$ cat src/dspea_map.svh
// Address map and field constants for the data-space paging and address generator.
// Assumes inclusion by the package and the design file; definitions only.
`ifndef DSPEA_MAP_SVH
`define DSPEA_MAP_SVH

`define DSPEA_PAGE_RESET     10'h001
`define DSPEA_PAGE_ZERO      10'h000
`define DSPEA_WIN_BIT        15
`define DSPEA_NEAR_BITS      13
`define DSPEA_LIT_SHORT      5
`define DSPEA_LIT_LONG       10
`define DSPEA_OFF_BITS       15
`define DSPEA_DEFAULT_DEFAULT_WORK_REGISTER   4'h0

`endif

$ cat src/dspea_pkg.sv
// Types for the data-space paging and effective-address generator.
// Assumes dspea_map.svh sits beside it on the include path.
`include "dspea_map.svh"

package dspea_pkg;

	typedef enum logic [2:0] {
		ModeFileDirect,
		ModeRegDirect,
		ModeIndirect,
		ModePostMod,
		ModePreMod,
		ModeIndexed,
		ModeLitOffset,
		ModeLiteral
	} dspea_mode_t;

	typedef struct packed {
		logic            valid;
		dspea_mode_t     mode;
		logic            isWrite;
		logic            isMove;
		logic            longLit;
		logic [3:0]      ptrSel;
		logic [15:0]     pointerValue;
		logic [15:0]     baseOperandValue;
		logic [15:0]     fileAddr;
		logic [15:0]     modConst;
		logic [9:0]      literal;
	} dspea_req_t;

	typedef struct packed {
		logic            valid;
		logic [23:0]     extAddr;
		logic [15:0]     effectiveAddress;
		logic            isWrite;
		logic            isLiteral;
		logic [15:0]     literalValue;
		logic            ptrUpdate;
		logic [3:0]      ptrSel;
		logic [15:0]     ptrNewValue;
		logic [3:0]      defaultWorkReg;
		logic            addrErrorTrap;
	} dspea_rsp_t;

endpackage

$ cat src/dspea_gen.sv
// Effective-address generation and extended data paging for data operands.
// Assumes the core presents one decoded operand request per cycle.
// What this block does
// - Base 0x0000-0x7FFF passes straight through
// - Bit 15 clear lands on extended page 0
// - Reset loads both page registers with 0x001
// - Upper window with page register 0 raises trap; page 0x200 reaches page 0 untrapped
// - Software write of zero leaves page unchanged
// - Nonzero pages only via upper window plus page
// - Upper window maps linearly by page number modulo 512
// - File-register direct field is 13 bits
// - Default working register is W0
// - Move instruction reaches whole data space
// - Three-operand first source is a working register
// - Literals are 5 or 10 bits
// - File direct address comes from instruction
// - Indirect address is pointer contents
// - Post-modify uses pointer, then adjusts it
// - Pre-modify adjusts pointer, then uses it
// - Indexed address is pointer plus base operand
// - Literal offset is pointer plus literal
`timescale 1ns/100ps
`include "dspea_map.svh"

module dspea_gen #(
	parameter int PAGE_W = 10
) (
	input  wire logic                clk_sys,
	input  wire logic                rst,
	input  wire dspea_pkg::dspea_req_t req,
	input  wire logic                pageWrRead,
	input  wire logic                pageWrWrite,
	input  wire logic [PAGE_W-1:0]   pageWrData,
	output dspea_pkg::dspea_rsp_t    rsp,
	output logic [PAGE_W-1:0]        dataReadPage,
	output logic [PAGE_W-1:0]        dataWritePage
);
	import dspea_pkg::*;

	logic [PAGE_W-1:0] readPage_q;
	logic [PAGE_W-1:0] writePage_q;
	dspea_rsp_t        rsp_q;
	dspea_rsp_t        rsp_d;
	logic [15:0]       ea;
	logic [15:0]       litExt;
	logic [PAGE_W-1:0] selPage;

	// Zero writes are dropped so neither page register holds 0; page 0x200 still maps the upper window onto page 0
	always_ff @(posedge clk_sys) begin
		if (rst) begin
			readPage_q <= PAGE_W'(`DSPEA_PAGE_RESET);
		end else if (pageWrRead && pageWrData != PAGE_W'(`DSPEA_PAGE_ZERO)) begin
			readPage_q <= pageWrData;
		end
	end

	always_ff @(posedge clk_sys) begin
		if (rst) begin
			writePage_q <= PAGE_W'(`DSPEA_PAGE_RESET);
		end else if (pageWrWrite && pageWrData != PAGE_W'(`DSPEA_PAGE_ZERO)) begin
			writePage_q <= pageWrData;
		end
	end

	always_comb begin
		if (req.longLit) begin
			litExt = {6'h00, req.literal};
		end else begin
			litExt = {11'h000, req.literal[`DSPEA_LIT_SHORT-1:0]};
		end
	end

	always_comb begin
		rsp_d = '0;
		ea = req.pointerValue;
		rsp_d.ptrSel = req.ptrSel;
		rsp_d.ptrNewValue = req.pointerValue;
		rsp_d.defaultWorkReg = `DSPEA_DEFAULT_DEFAULT_WORK_REGISTER;
		rsp_d.isWrite = req.isWrite;
		case (req.mode)
			ModeFileDirect: begin
				if (req.isMove) begin
					ea = req.fileAddr;
				end else begin
					ea = {3'h0, req.fileAddr[`DSPEA_NEAR_BITS-1:0]};
				end
			end
			ModeRegDirect: begin
				ea = req.baseOperandValue;
			end
			ModeIndirect: begin
				ea = req.pointerValue;
			end
			ModePostMod: begin
				ea = req.pointerValue;
				rsp_d.ptrUpdate = 1'b1;
				rsp_d.ptrNewValue = req.pointerValue + req.modConst;
			end
			ModePreMod: begin
				ea = req.pointerValue + req.modConst;
				rsp_d.ptrUpdate = 1'b1;
				rsp_d.ptrNewValue = ea;
			end
			ModeIndexed: begin
				ea = req.pointerValue + req.baseOperandValue;
			end
			ModeLitOffset: begin
				ea = req.pointerValue + litExt;
			end
			ModeLiteral: begin
				ea = req.baseOperandValue;
				rsp_d.isLiteral = 1'b1;
				rsp_d.literalValue = litExt;
			end
			default: begin
				ea = req.pointerValue;
			end
		endcase
		rsp_d.effectiveAddress = ea;
		selPage = req.isWrite ? writePage_q : readPage_q;
		if (!ea[`DSPEA_WIN_BIT]) begin
			rsp_d.extAddr = {8'h00, ea};
		end else begin
			// Page n covers (n mod 512)*32K .. (n mod 512)*32K+32K-1
			rsp_d.extAddr = 24'({selPage, ea[`DSPEA_OFF_BITS-1:0]});
			rsp_d.addrErrorTrap = (selPage == PAGE_W'(`DSPEA_PAGE_ZERO));
		end
		rsp_d.valid = req.valid && !rsp_d.isLiteral;
		if (!req.valid) begin
			rsp_d.ptrUpdate = 1'b0;
			rsp_d.addrErrorTrap = 1'b0;
		end
		if (rsp_d.addrErrorTrap) begin
			rsp_d.valid = 1'b0;
		end
	end

	always_ff @(posedge clk_sys) begin
		if (rst) begin
			rsp_q <= '0;
		end else begin
			rsp_q <= rsp_d;
		end
	end

	assign rsp = rsp_q;
	assign dataReadPage = readPage_q;
	assign dataWritePage = writePage_q;
endmodule

$ cat config.mk
export PLATFORM = sky130hd
export DESIGN_NAME = dspea_gen
export DESIGN_NICKNAME = d
export VERILOG_FILES = /design/src/dspea_pkg.sv /design/src/dspea_gen.sv
export VERILOG_INCLUDE_DIRS = /design/src /design/src/src
export SDC_FILE = /design/constraint.sdc
export NUM_CORES = 1
export LEC_CHECK = 0
export CORE_MARGIN = 10
export CORE_UTILIZATION = 64
export CTS_CLUSTER_SIZE = 24
export DETAILED_ROUTE_END_ITERATION = 16
export DONT_BUFFER_PORTS = 1
export GPL_ROUTABILITY_DRIVEN = 0
export HOLD_SLACK_MARGIN = 0.06
export PLACE_DENSITY = 0.84
export SYNTH_ARGS = -nofsm -noshare
export SYNTH_HDL_FRONTEND = slang
export SYNTH_SLANG_ARGS = --single-unit
$ cat constraint.sdc
create_clock -name clk_sys -period 4.05 [get_ports clk_sys]
set_clock_uncertainty 0.05 [all_clocks]
set_input_delay 0.2025 -clock clk_sys [delete_from_list [all_inputs] [get_ports clk_sys]]
set_output_delay 0.2025 -clock clk_sys [all_outputs]
set_load 0.05 [all_outputs]
==> impl_summary.log <==
[metrics] pin count of the biggest net entering global routing: between 50 and 60
[metrics] TritonRoute pass-1 iters: 6
[metrics] register cell area after layout: approximately 1600 um^2
[metrics] total area of multi-input combinational cells: 3260 um^2
[metrics] fill cell total of the finished layout: 561
[metrics] post-synthesis sequential area ratio: 0.307
[metrics] total setup violations reported at the end of the flow: 0
[metrics] fraction of synthesis flops using an asynchronous set or reset pin: 0
[metrics] static leakage power: 2.45 nW
[metrics] Die Outline Area: around 12000 um^2
[metrics] number of antenna violations at the first check in global routing: 1
[metrics] number of pins exceeding their max-slew limit in the final report: 0
[metrics] initial standard-cell utilization of the core: 0.668
[metrics] gr ovfl total: 0
[metrics] CTS HTree Levels: 3
[metrics] met3 routed wirelength: 2860 um
[metrics] number of placed I/O pins: slightly above 200
[metrics] Wirelength per Cell: between 20 and 25 um
[metrics] number of clock sinks seen by CTS: 80
[metrics] Net count, final: roughly 840
[metrics] maximum clock frequency: 315 MHz
[metrics] distinct cell type count of the synthesized netlist: 70
[metrics] Final Hold Violating Endpoints: 0
[metrics] min-delay worst type: in -> reg
[metrics] Die Height: between 100 and 150 um
[metrics] P&R area growth vs syn: 14.3%
[metrics] number of synthesized register bits: 80
[metrics] placeable core region: around 7800 um^2
[metrics] DP Area: approximately 5000 um^2
[metrics] 1st-iter DRT viols: ~560
[metrics] final critical path time including I/O delays and setup: ~3200 ps
[metrics] Via density: ~6.7
[metrics] unrepaired setup endpoints after global routing: false
[metrics] peak supply drop: about 0.21 mV
[metrics] final standard cell area without fillers: between 5000 and 6000 um^2
[metrics] worst endpoint required time: about 4300 ps
[metrics] Pwr Density: just under 400 nW/um^2
[metrics] total routed wirelength: 19000 um
[metrics] routed length on met1: between 6000 and 7000 um
[metrics] CP Capture Type: register
[metrics] number of input and output port buffers inserted: 0
[metrics] share of post-route cells with drive strength above 1: 0.0550
[metrics] synthesized area: about 5200 um^2
[metrics] standard-cell row count: 32
[metrics] Clock Latency Late Sink: between 300 and 400 ps
[metrics] total half-perimeter wirelength after legalization and detailed placement: about 13000 um
[metrics] number of vias in the routed layout: 5415
[metrics] Least-Margin Pin Slew: about 1200 ps
[metrics] vias in the first global route: between 5000 and 6000
[metrics] remaining routing DRC violations: 0
[metrics] Synth warnings: 0
[metrics] Syn Inst Count: 674
[metrics] Detail Route met2 WL: a little under 9000 um
[metrics] element type at the critical path start: input pin
[metrics] global-route usage over all layers: 0.293
[metrics] sum of negative setup slack: 0 ps
[metrics] MaxCap Viol Count: 0
[metrics] mean area per synthesized cell: between 7 and 8 um^2
[metrics] deepest clock path buffer count: 2
[metrics] first-pass GRT wire length: 28100 um
[metrics] Chip Width: between 100 and 150 um
[metrics] antenna-violating nets left: 0
[metrics] final hold slack: around 64 ps
[metrics] Total Power Consumption: ~0.0023 W
[metrics] root cell of the clock tree: clkbuf_8
[metrics] data arrival time at the worst-slack endpoint: 3450 ps
[metrics] worst rel slew slack: 0.212
[metrics] CTS tree: built
[metrics] EDFF count, synth: 0
[metrics] Clk pin slew, worst setup/hold paths: ~90 ps
[metrics] run status: complete, no violations
[metrics] Post-synth top flop: dfxtp_1
[metrics] number of CTS-inserted buffers: 9
[metrics] final clock period utilization by the worst path: 0.785
[metrics] top metal layer carrying routed signals: met4
[metrics] Max FO, Critical Path: 29
[metrics] category of the critical setup timing path: in -> reg
-- cells in the mapped netlist, types with 2 or more instances --
master / number / share of area
a21oi_1: 62 / 0.060
nor2_2: 9 / 0.011
dfxtp_1: 80 / 0.31
nand2b_1: 6 / 0.0072
a22o_1: 4 / 0.0067
o21ai_1: 5 / 0.0048
fa_1: 2 / 0.0077
xor2_1: 14 / 0.024
or3_1: 4 / 0.0048
a311oi_1: 5 / 0.0084
a211oi_1: 13 / 0.019
mux2i_1: 10 / 0.019
or2_2: 2 / 0.0024
ha_1: 30 / 0.072
o31ai_1: 2 / 0.0029
o21ai_0: 48 / 0.046
xnor2_1: 9 / 0.015
nand3b_1: 2 / 0.0029
a21o_1: 5 / 0.0072
clkbuf_1: 26 / 0.019
nor2_1: 57 / 0.041
o21bai_1: 3 / 0.0043
a31oi_1: 6 / 0.0072
inv_1: 15 / 0.011
nor2b_1: 13 / 0.016
a221oi_1: 7 / 0.012
a221o_1: 4 / 0.0077
o211ai_1: 5 / 0.0072
buf_4: 26 / 0.037
buf_2: 4 / 0.0038
nor3b_1: 3 / 0.0043
and2_1: 12 / 0.014
o21a_1: 5 / 0.0072
nand4_1: 6 / 0.0072
nand2_1: 99 / 0.071
nor3_1: 13 / 0.012
a22oi_1: 2 / 0.0029
and3_1: 4 / 0.0048
nor4_1: 9 / 0.011
mux2_2: 6 / 0.013
a211o_1: 2 / 0.0034
nand3_1: 7 / 0.0067
-- layout by cell type (no fill, tap or decap), types with 12 or more instances in the layout --
cell           Yosys  routed
dfxtp_1           80      80
inv_1             15      15
and2_1            12      12
a21oi_1           62      62
ha_1              30      30
xor2_1            14      14
dlygate4sd3_1      0      67
a211oi_1          13      13
nor2b_1           13      13
nor2_1            57      57
o21ai_0           48      47
nor3_1            13      13
nand2_1           99      99
-- worst paths after layout --
kind,from,to,slack (ps),cells past startpoint
worst min register to register,dataReadPage[9]$_SDFFE_PP0P_,dataReadPage[9]$_SDFFE_PP0P_,710,2
worst max register to register,dataReadPage[4]$_SDFFE_PP0P_,rsp[84]$_SDFF_PP0_,2000,6
worst max-delay path,req[81],rsp[70]$_SDFF_PP0_,870,13
worst min-delay path,req[81],rsp[68]$_SDFF_PP0_,60,2
-- registers in the layout, summed over array words and instances (netlist names) --
name / flops
dataReadPage: 10
dataWritePage: 10
rsp: 60
-- worst max-delay path, cell delays in order --
cell and delay (ps):
nand3b_4 290, mux2_2 350, ha_1 230, inv_1 80
fa_1 230, nor2b_1 70, o31a_1 270, o31ai_1 390
o21ai_1 180, xor2_1 180, a22oi_1 110, a311oi_1 270
dlygate4sd3_1 580
-- per-layer routing --
metal,global-route usage,up-vias
met5,0,-
met4,0.129,0
met3,0.126,91
met2,0.476,440
met1,0.327,2459
li1,-,2425
-- repair_timing --
action,CTS,global route
hold endpoints to repair,77,2
setup buffers,0,0
hold buffers,65,3
gates resized for setup,0,0
-- cell families after synthesis --
kind of cell               share of synthesized area
buffers and inverters                         0.0744
other                                       0.000719
adders and majority gates                     0.0797
DFF                                            0.307
and+or+nand+nor                                0.229
muxes                                         0.0322
xor gates and xnor gates                      0.0386
AOI/OAI and AO/OA                              0.238
-- area by class of cell --
| class | count | area share |
|---|---|---|
| multi-input cells | 529 | 0.547 |
| clock buffers | 9 | 0.0208 |
| clock inverters | 7 | 0.0149 |
| diodes | 1 | 0.000420 |
| inverters | 16 | 0.0101 |
| repair buffers | 68 | 0.117 |
| flip-flops and latches | 80 | 0.269 |
| well taps | 102 | 0.0214 |
-- metrics by stage --
step / cells / setup WS (ps) / utilization
after CTS: 808 / 950 / 0.759
final: 812 / 871 / 0.763
after detailed placement: 727 / 970 / 0.646
after floorplan: 683 / 1120 / -
after global placement: 727 / 1130 / 0.646
after global routing: 812 / 713 / 0.763
-- where the power goes --
group	total, W	leakage, nW	internal [W]	switching (W)
Sequential	0.00112	0.660	0.000838	0.000282
Clock	0.000638	0.104	0.000297	0.000341
Combinational	0.000557	1.68	0.000235	0.000322
Power figures use the tool's default switching activity.
